### src/slsf_map.svh
/*
 holds register offsets, field positions and timing counts of the link status block.
 assumes inclusion by bare name from the package and design files.
*/
`ifndef SLSF_MAP_SVH
`define SLSF_MAP_SVH
`define SLSF_STATUS_IDX 16'h006c
`define SLSF_STATUS_ADDR 18'h001b0
`define SLSF_BIT_CLK_PRESENT 0
`define SLSF_BIT_CAL_DONE 1
`define SLSF_BIT_PLL_LOCK 2
`define SLSF_BIT_ALIGN 3
`define SLSF_BIT_SYSREF_PHASE_SHIFT_FLAG 4
`define SLSF_BIT_SYNC_IDLE 5
`define SLSF_BIT_LINK_UP 6
`define SLSF_STATUS_RESET 8'h20
`define SLSF_SYNC_HOLD_FRAMES 4
`endif

### src/slsf_pkg.sv
/*
 types of the link status block.
 assumes slsf_map.svh alongside.
*/
`include "slsf_map.svh"
package slsf_pkg;
    typedef enum logic [1:0] {SLSF_IDLE, SLSF_HOLD, SLSF_SYNCING} slsf_sync_t;
    typedef struct packed {
        slsf_sync_t sync_st;
        logic [2:0] hold_cnt;
        logic sysref_phase_shift_flag;
        logic align;
        logic sysref_d;
        logic clk_present_d;
        logic link_up;
        logic [7:0] rdata;
        logic rvalid;
        logic err;
    } slsf_state_t;
endpackage

### src/slsf_status.sv
/*
 link status flag register behind an avalon-mm slave with waitrequest.
 assumes all status inputs synchronous to mclk; frame_tick pulses once per local frame clock.
*/
`timescale 1ns/10ps
`default_nettype none
`include "slsf_map.svh"
module slsf_status
    import slsf_pkg::*;
#(
    parameter int HOLD_FRAMES = `SLSF_SYNC_HOLD_FRAMES
) (
    input wire logic mclk, // system clock
    input wire logic rst, // sync reset, active high
    input wire logic ce, // clock enable
    input wire logic [17:0] avs_address, // byte address
    input wire logic avs_read, // read strobe
    input wire logic avs_write, // write strobe
    input wire logic [31:0] avs_writedata, // write data
    input wire logic [3:0] avs_byteenable, // byte lanes
    output logic [31:0] avs_readdata, // read data
    output logic avs_waitrequest, // stall
    output logic [1:0] avs_response, // 00 ok, 10 slave error
    input wire logic resync_request_input_n, // receiver sync request, low active
    input wire logic frame_tick, // one pulse per local frame clock
    input wire logic ila_done, // lane alignment sequence sent
    input wire logic data_valid, // sample data transmitted
    input wire logic sysref_in, // sysref level after detection enable
    input wire logic sysref_phase_shift, // sysref moved frame or lmfc phase
    input wire logic pll_locked, // pll lock
    input wire logic cal_done, // calibration complete
    input wire logic clk_present, // sample_clock_input active
    output logic sync_active // sync sequence running
);
    import slsf_pkg::*;

    slsf_state_t s_r, s_nxt;
    logic hit, wr_acc, rd_acc, sysref_rise, clk_fall, clr_sysref_phase_shift_flag, clr_align;
    logic [7:0] status;

    assign hit = (avs_address == `SLSF_STATUS_ADDR);
    assign wr_acc = avs_write && !s_r.rvalid;
    assign rd_acc = avs_read && !s_r.rvalid;
    assign sysref_rise = sysref_in && !s_r.sysref_d;
    assign clk_fall = s_r.clk_present_d && !clk_present;
    // write-one clears only byte lane 0; zeros do nothing
    assign clr_sysref_phase_shift_flag = wr_acc && hit && avs_byteenable[0]
        && avs_writedata[`SLSF_BIT_SYSREF_PHASE_SHIFT_FLAG];
    assign clr_align = wr_acc && hit && avs_byteenable[0]
        && avs_writedata[`SLSF_BIT_ALIGN];

    always_comb begin
        status = 8'h00;
        status[`SLSF_BIT_LINK_UP] = s_r.link_up;
        status[`SLSF_BIT_SYNC_IDLE] = (s_r.sync_st == SLSF_IDLE);
        status[`SLSF_BIT_SYSREF_PHASE_SHIFT_FLAG] = s_r.sysref_phase_shift_flag;
        status[`SLSF_BIT_ALIGN] = s_r.align;
        status[`SLSF_BIT_PLL_LOCK] = pll_locked;
        status[`SLSF_BIT_CAL_DONE] = cal_done;
        status[`SLSF_BIT_CLK_PRESENT] = clk_present;
    end

    always_comb begin
        s_nxt = s_r;
        s_nxt.sysref_d = sysref_in;
        s_nxt.clk_present_d = clk_present;
        // sync sequencing: request must persist for the hold before syncing
        case (s_r.sync_st)
            SLSF_IDLE: begin
                s_nxt.hold_cnt = 3'h0;
                if (!resync_request_input_n) begin
                    s_nxt.sync_st = SLSF_HOLD;
                end
            end
            SLSF_HOLD: begin
                if (resync_request_input_n) begin
                    s_nxt.sync_st = SLSF_IDLE;
                end else if (frame_tick) begin
                    if (32'(s_r.hold_cnt) + 32'd1 >= HOLD_FRAMES) begin
                        s_nxt.sync_st = SLSF_SYNCING;
                    end else begin
                        s_nxt.hold_cnt = s_r.hold_cnt + 3'h1;
                    end
                end
            end
            SLSF_SYNCING: begin
                // ends once the receiver releases its request
                if (resync_request_input_n) begin
                    s_nxt.sync_st = SLSF_IDLE;
                end
            end
            default: s_nxt.sync_st = SLSF_IDLE;
        endcase
        s_nxt.link_up = (s_r.sync_st == SLSF_IDLE) && resync_request_input_n
            && ila_done && data_valid;
        // sticky flags: set beats clear, clock loss beats all
        if (clr_sysref_phase_shift_flag) begin
            s_nxt.sysref_phase_shift_flag = 1'b0;
        end
        if (sysref_rise && sysref_phase_shift) begin
            s_nxt.sysref_phase_shift_flag = 1'b1;
        end
        if (clr_align) begin
            s_nxt.align = 1'b0;
        end
        if (sysref_rise) begin
            s_nxt.align = 1'b1;
        end
        if (clk_fall) begin
            s_nxt.sysref_phase_shift_flag = 1'b0;
            s_nxt.align = 1'b0;
        end
        // one-wait-state bus: request taken, answer valid next cycle
        s_nxt.rvalid = 1'b0;
        s_nxt.rdata = 8'h00;
        s_nxt.err = 1'b0;
        if (rd_acc || wr_acc) begin
            s_nxt.rvalid = 1'b1;
            // unmapped addresses still answer, with slave error
            s_nxt.err = !hit;
            if (rd_acc && hit) begin
                s_nxt.rdata = status;
            end
        end
    end

    always_ff @(posedge mclk) begin
        if (rst) begin
            s_r <= '0;
            s_r.sync_st <= SLSF_IDLE;
        end else if (ce) begin
            s_r <= s_nxt;
        end
    end

    assign avs_waitrequest = (avs_read || avs_write) && !s_r.rvalid;
    assign avs_readdata = {24'h000000, s_r.rdata};
    assign avs_response = s_r.err ? 2'b10 : 2'b00;
    assign sync_active = (s_r.sync_st == SLSF_SYNCING);

    property p_sync_hold;
        @(posedge mclk) disable iff (rst)
        (s_r.sync_st == SLSF_HOLD) && ce && resync_request_input_n
            |=> s_r.sync_st == SLSF_IDLE;
    endproperty
    a_sync_hold: assert property (p_sync_hold) else $error("sync not abandoned");

    property p_idle_flag;
        @(posedge mclk) disable iff (rst)
        ce && !resync_request_input_n |=> !status[`SLSF_BIT_SYNC_IDLE];
    endproperty
    a_idle_flag: assert property (p_idle_flag) else $error("sync idle while syncing");

    property p_link;
        @(posedge mclk) disable iff (rst)
        ce && !(ila_done && data_valid) |=> !s_r.link_up;
    endproperty
    a_link: assert property (p_link) else $error("link up without data");

    property p_align_set;
        @(posedge mclk) disable iff (rst)
        ce && sysref_rise && !clk_fall |=> s_r.align;
    endproperty
    a_align_set: assert property (p_align_set) else $error("align not set");

    property p_sysref_phase_shift_flag_set;
        @(posedge mclk) disable iff (rst)
        ce && sysref_rise && sysref_phase_shift && !clk_fall |=> s_r.sysref_phase_shift_flag;
    endproperty
    a_sysref_phase_shift_flag_set: assert property (p_sysref_phase_shift_flag_set) else $error("sysref_phase_shift_flag not set");

    property p_sysref_phase_shift_flag_hold;
        @(posedge mclk) disable iff (rst)
        ce && !(sysref_rise && sysref_phase_shift) && !clr_sysref_phase_shift_flag && !clk_fall
            |=> s_r.sysref_phase_shift_flag == $past(s_r.sysref_phase_shift_flag);
    endproperty
    a_sysref_phase_shift_flag_hold: assert property (p_sysref_phase_shift_flag_hold) else $error("sysref_phase_shift_flag moved");

    property p_clear;
        @(posedge mclk) disable iff (rst)
        ce && clr_align && !sysref_rise |=> !s_r.align;
    endproperty
    a_clear: assert property (p_clear) else $error("align not cleared");

    property p_clk_loss;
        @(posedge mclk) disable iff (rst)
        ce && clk_fall |=> !s_r.align && !s_r.sysref_phase_shift_flag;
    endproperty
    a_clk_loss: assert property (p_clk_loss) else $error("flags kept on clock loss");

    property p_bus_answer;
        @(posedge mclk) disable iff (rst)
        ce && avs_read && avs_waitrequest |=> !avs_waitrequest || !ce;
    endproperty
    a_bus_answer: assert property (p_bus_answer) else $error("read not answered");

    property p_idle_return;
        @(posedge mclk) disable iff (rst)
        ce && resync_request_input_n |=> status[`SLSF_BIT_SYNC_IDLE];
    endproperty
    a_idle_return: assert property (p_idle_return) else $error("idle not back");

    property p_link_sync;
        @(posedge mclk) disable iff (rst)
        ce && (s_r.sync_st != SLSF_IDLE) |=> !s_r.link_up;
    endproperty
    a_link_sync: assert property (p_link_sync) else $error("link up in sync");

    property p_no_early_sync;
        @(posedge mclk) disable iff (rst)
        ce && (s_r.sync_st == SLSF_IDLE) |=> !sync_active;
    endproperty
    a_no_early_sync: assert property (p_no_early_sync) else $error("early sync");

    // read answers carry the live inputs as they stood at acceptance
    property p_pll_bit;
        @(posedge mclk) disable iff (rst)
        ce && rd_acc && hit |=> avs_readdata[`SLSF_BIT_PLL_LOCK] == $past(pll_locked);
    endproperty
    a_pll_bit: assert property (p_pll_bit) else $error("pll bit wrong");

    property p_cal_bit;
        @(posedge mclk) disable iff (rst)
        ce && rd_acc && hit |=> avs_readdata[`SLSF_BIT_CAL_DONE] == $past(cal_done);
    endproperty
    a_cal_bit: assert property (p_cal_bit) else $error("cal bit wrong");

    property p_clk_bit;
        @(posedge mclk) disable iff (rst)
        ce && rd_acc && hit |=> avs_readdata[`SLSF_BIT_CLK_PRESENT] == $past(clk_present);
    endproperty
    a_clk_bit: assert property (p_clk_bit) else $error("clock bit wrong");

    property p_unmapped;
        @(posedge mclk) disable iff (rst)
        ce && (rd_acc || wr_acc) && !hit
            |=> avs_response == 2'b10 && avs_readdata == 32'h00000000;
    endproperty
    a_unmapped: assert property (p_unmapped) else $error("no slave error");

    property p_rd_ok;
        @(posedge mclk) disable iff (rst)
        ce && rd_acc && hit |=> avs_response == 2'b00;
    endproperty
    a_rd_ok: assert property (p_rd_ok) else $error("bad response");

    property p_align_wr_zero;
        @(posedge mclk) disable iff (rst)
        ce && wr_acc && hit && !avs_writedata[`SLSF_BIT_ALIGN] && s_r.align && !clk_fall
            |=> s_r.align;
    endproperty
    a_align_wr_zero: assert property (p_align_wr_zero) else $error("align lost");

    property p_sysref_phase_shift_flag_wr_zero;
        @(posedge mclk) disable iff (rst)
        ce && wr_acc && hit && !avs_writedata[`SLSF_BIT_SYSREF_PHASE_SHIFT_FLAG] && s_r.sysref_phase_shift_flag && !clk_fall
            |=> s_r.sysref_phase_shift_flag;
    endproperty
    a_sysref_phase_shift_flag_wr_zero: assert property (p_sysref_phase_shift_flag_wr_zero) else $error("sysref_phase_shift_flag lost");

    property p_sysref_phase_shift_flag_clear;
        @(posedge mclk) disable iff (rst)
        ce && clr_sysref_phase_shift_flag && !(sysref_rise && sysref_phase_shift) |=> !s_r.sysref_phase_shift_flag;
    endproperty
    a_sysref_phase_shift_flag_clear: assert property (p_sysref_phase_shift_flag_clear) else $error("sysref_phase_shift_flag kept");

    property p_align_hold;
        @(posedge mclk) disable iff (rst)
        ce && !sysref_rise && !clr_align && !clk_fall
            |=> s_r.align == $past(s_r.align);
    endproperty
    a_align_hold: assert property (p_align_hold) else $error("align moved");

    // the enable gates every state bit, bus handshake included
    property p_freeze;
        @(posedge mclk) disable iff (rst)
        !ce |=> s_r == $past(s_r);
    endproperty
    a_freeze: assert property (p_freeze) else $error("state moved while frozen");

    c_sync: cover property (@(posedge mclk) disable iff (rst) sync_active);
    c_link: cover property (@(posedge mclk) disable iff (rst) s_r.link_up);
    c_align: cover property (@(posedge mclk) disable iff (rst) clr_align ##1 !s_r.align);
    c_sysref_phase_shift_flag: cover property (@(posedge mclk) disable iff (rst) s_r.sysref_phase_shift_flag ##1 !s_r.sysref_phase_shift_flag);
    c_slave_err: cover property (@(posedge mclk) disable iff (rst) avs_response == 2'b10);
endmodule
`default_nettype wire

### config.mk
export PLATFORM = sky130hd
export DESIGN_NAME = slsf_status
export DESIGN_NICKNAME = d
export VERILOG_FILES = /design/src/slsf_pkg.sv /design/src/slsf_status.sv
export VERILOG_INCLUDE_DIRS = /design/src
export SDC_FILE = /design/constraint.sdc
export NUM_CORES = 1
export LEC_CHECK = 0
export BUFFER_PORTS_ARGS = -buffer_cell sky130_fd_sc_hd__buf_4
export CORE_MARGIN = 4
export CORE_UTILIZATION = 30
export DETAILED_ROUTE_END_ITERATION = 12
export HOLD_SLACK_MARGIN = 0.03
export PLACE_DENSITY = 0.69
export SLEW_MARGIN = 40
export SYNTH_ARGS = -nofsm -noshare
export SYNTH_HDL_FRONTEND = slang
export SYNTH_SLANG_ARGS = --single-unit
### constraint.sdc
create_clock -name mclk -period 1.5 [get_ports mclk]
set_input_delay 0.375 -clock mclk [delete_from_list [all_inputs] [get_ports mclk]]
set_output_delay 0.375 -clock mclk [all_outputs]
set_load 0.05 [all_outputs]
==> metrics.md <==
| Metric | Value |
|---|---|
| Final setup vio count | `0` |
| Worst Path Max Fanout | `4` |
| Synthesized flop and latch total | `19` |
| Port buffer count | `44` |
| Standard-cell row count | `22` |
| Fin Clk Skew | `0.00902 ns` |
| Outcome | `completed` |
| Post-DP Area | `about 1500 sq um` |
| Final core utilization | `0.427` |
| Post-CTS setup buffer count | `0` |
| Max Root-Sink Buffers | `2` |
| WP data required | `between 1.5 and 2 ns` |
| Worst path cell trace | `ha_4 -> a21boi_4 -> a21oi_4 -> buf_4 -> a311o_1 -> a21oi_1` |
| Vias per std cell | `4.22` |
| Finished layout cell area | `between 1500 and 2000 sq um` |
| Drt pass-1 iters | `4` |
| CP startpoint kind | `flop` |
| Clk pwr share | `0.296` |
| Mapped cell area | `1160 sq um` |
| Flop2flop setup slack | `roughly 0.084 ns` |
| Inserted Clock Buffers | `3` |
| Pin count of the biggest net entering global routing | `20` |
| Seq/Total Area, Yosys | `0.328` |
| Clk sinks | `19` |
| Largest cells by area after synthesis | `dfxtp_1 33%, buf_4 22%, nand2_1 5.2%` |
| Ratio of final minimum period to clock period | `0.944` |
| CP max stage cell | `dfxtp_2` |
| Worst-Skew Late Latency | `about 0.26 ns` |
| Drt wl/cell | `11.1 microns` |
| Commonest non-fill, non-tap cell in the layout | `buf_4` |
| GP Congestion | `~0.80` |
| Critical path type | `reg2reg` |
| Initial antenna violation count | `0` |
| Class of the worst hold path | `in2reg` |
| PD cells | `770 nW/um^2` |
| Clk slew on worst S/H paths | `roughly 0.080 ns` |
| DIE HEIGHT | `70.2 microns` |
| Sw Share | `0.339` |
| Total GRT Usage | `0.100` |
| Int Pwr | `roughly 0.80 mW` |
| Area grow syn2layout | `35.6%` |
| H-tree depth | `1` |
| Most frequent cells in the layout | `54 x buf_4, 26 x conb_1, 17 x dfxtp_1` |
| Cells after synthesis | `around 140` |
| Max cap viols | `0` |
| Initial Utilization | `0.315` |
| Tmin final | `approximately 1.4 ns` |
| Overflow after GRT | `0` |
| Slew Limit Fails | `0` |
| Crit-path max cell delay | `roughly 0.36 ns` |
| Combinational Power Share | `0.267` |
| Total wire length | `roughly 2600 microns` |
| DRC viols | `0` |
| Yosys top cell by area | `dfxtp_1` |
| Die width | `around 70 microns` |
| Ratio of cells with drive above 1 in the final layout | `0.378` |
| Die ar. | `roughly 4900 sq um` |
| Global-route wire length before repair | `roughly 4100 microns` |
| Worst EP arrival | `1.60 ns` |
| Max VDD drop | `approximately 0.0003 V` |
| CORE AREA | `about 3700 sq um` |
| Endpoint class of the critical path | `flop` |
| Number of diodes | `0` |
| Post-DP HPWL | `between 2000 and 2500 microns` |
| Cell variety after synth | `33` |
| Initial DRC Count | `19` |
| # hold bufs at CTS | `0` |
| Static Leakage | `approximately 0.68 nW` |
| Yosys top cell area share | `0.328` |
| Seq pwr share | `0.437` |
| Switching power of the nets | `0.411 mW` |
| Avg Cell Area, Syn | `around 8.2 sq um` |
| CTS tree | `yes` |
| Hold Violations, Final | `0` |
| IO Count | `104` |
| Fmax | `706 MHz` |
| NumNets Final | `about 260` |
| Warnings from Yosys | `0` |
| ANT nets after route | `0` |
| Vias in the first global route | `around 940` |
| RSZ-0062 raised after global routing | `no` |
| Clock Tree Root | `clkbuf_8` |
| Via count | `around 1000` |
-- through the flow --
step	TNS [ns]	hold WS, ns	cells	setup slack, ns	total power, mW
after floorplan	0	0.426	167	0.00559	0.812
final	0	0.362	236	0.0836	1.21
after CTS	0	0.360	236	0.000824	1.22
after global routing	0	0.389	236	0.0186	1.27
after global placement	-0.944	0.440	232	-0.168	0.859
after detailed placement	-1.33	0.448	232	-0.224	0.863
-- power by group through the flow --
stage	combinational, mW	clock [mW]	sequential, mW
6_report	0.323	0.359	0.530
5_1_grt	0.343	0.395	0.531
4_1_cts	0.322	0.368	0.530
3_5_place_dp	0.322	0	0.541
3_3_place_gp	0.318	0	0.540
2_1_floorplan	0.277	0	0.535
-- area by class of cell --
| cell class | count | area (sq um) |
|---|---|---|
| Sequential cell | 19 | 383 |
| Fill cell | 388 | 2110 |
| Clock buffer | 3 | 41.3 |
| Inverter | 3 | 11.3 |
| Timing Repair Buffer | 55 | 425 |
| Clock inverter | 1 | 5.00 |
| Tap cell | 48 | 60.1 |
| Multi-Input combinational cell | 107 | 648 |
-- registers in the layout, summed over array words and instances (netlist names) --
name,count
avs_readdata,7
s_r,12
-- cell families after synthesis --
kind of cell,synth area share
compound gates,0.155
mux,0.0259
buf+inv,0.242
simple gates,0.235
fa+ha+maj,0.0108
other cells,0.00323
flops,0.328
-- what timing repair did --
action                                  in CTS  in global routing
pin swaps                                    1                  5
gates resized for setup                      0                  6
endpoints found under the setup margin       1                  5
gates cloned                                 0                  0
-- final timing paths --
kind,from,end,depth (start not counted)
hold / removal,pll_locked,avs_readdata[2],3
hold reg to reg,s_r[10],avs_readdata[6],2
setup / recovery,s_r[15],s_r[18],6
setup reg to reg,s_r[15],s_r[18],6
-- worst max-delay path, delay by kind of cell, from the launching register on --
kind            cells  cell delay [ns]
flops               1             0.36
compound gates      4             0.71
buf+inv             1             0.15
fa+ha+maj           1             0.14
-- cell usage after synthesis --
cell type / instances
buf_4: 34
dfxtp_1: 19
nand2_1: 16
nor2_1: 12
nand2b_1: 6
o21ai_0: 6
a21oi_1: 5
a31oi_1: 4
a32o_1: 3
clkbuf_1: 3
inv_1: 3
mux2i_1: 3
o211ai_1: 3
nand4_1: 2
nor2b_1: 2
nor3_1: 2
nor4_1: 2
or4_1: 2
a21boi_0: 1
a311o_1: 1
a311oi_1: 1
and3_1: 1
buf_1: 1
conb_1: 1
ha_1: 1
nand4b_1: 1
nor3b_1: 1
nor4_2: 1
nor4b_1: 1
nor4b_2: 1
o31a_2: 1
o41a_1: 1
or2_4: 1
-- metal layers --
layer  wire length (microns)  vias up  global-route usage
met2                    1410       23               0.182
met3                      91        4              0.0129
met1                    1080      442               0.118
met4                      44        0              0.0404
met5                       0        -                   0
li1                        -      528                   -
No activity file was read; power rests on OpenSTA's default activity.
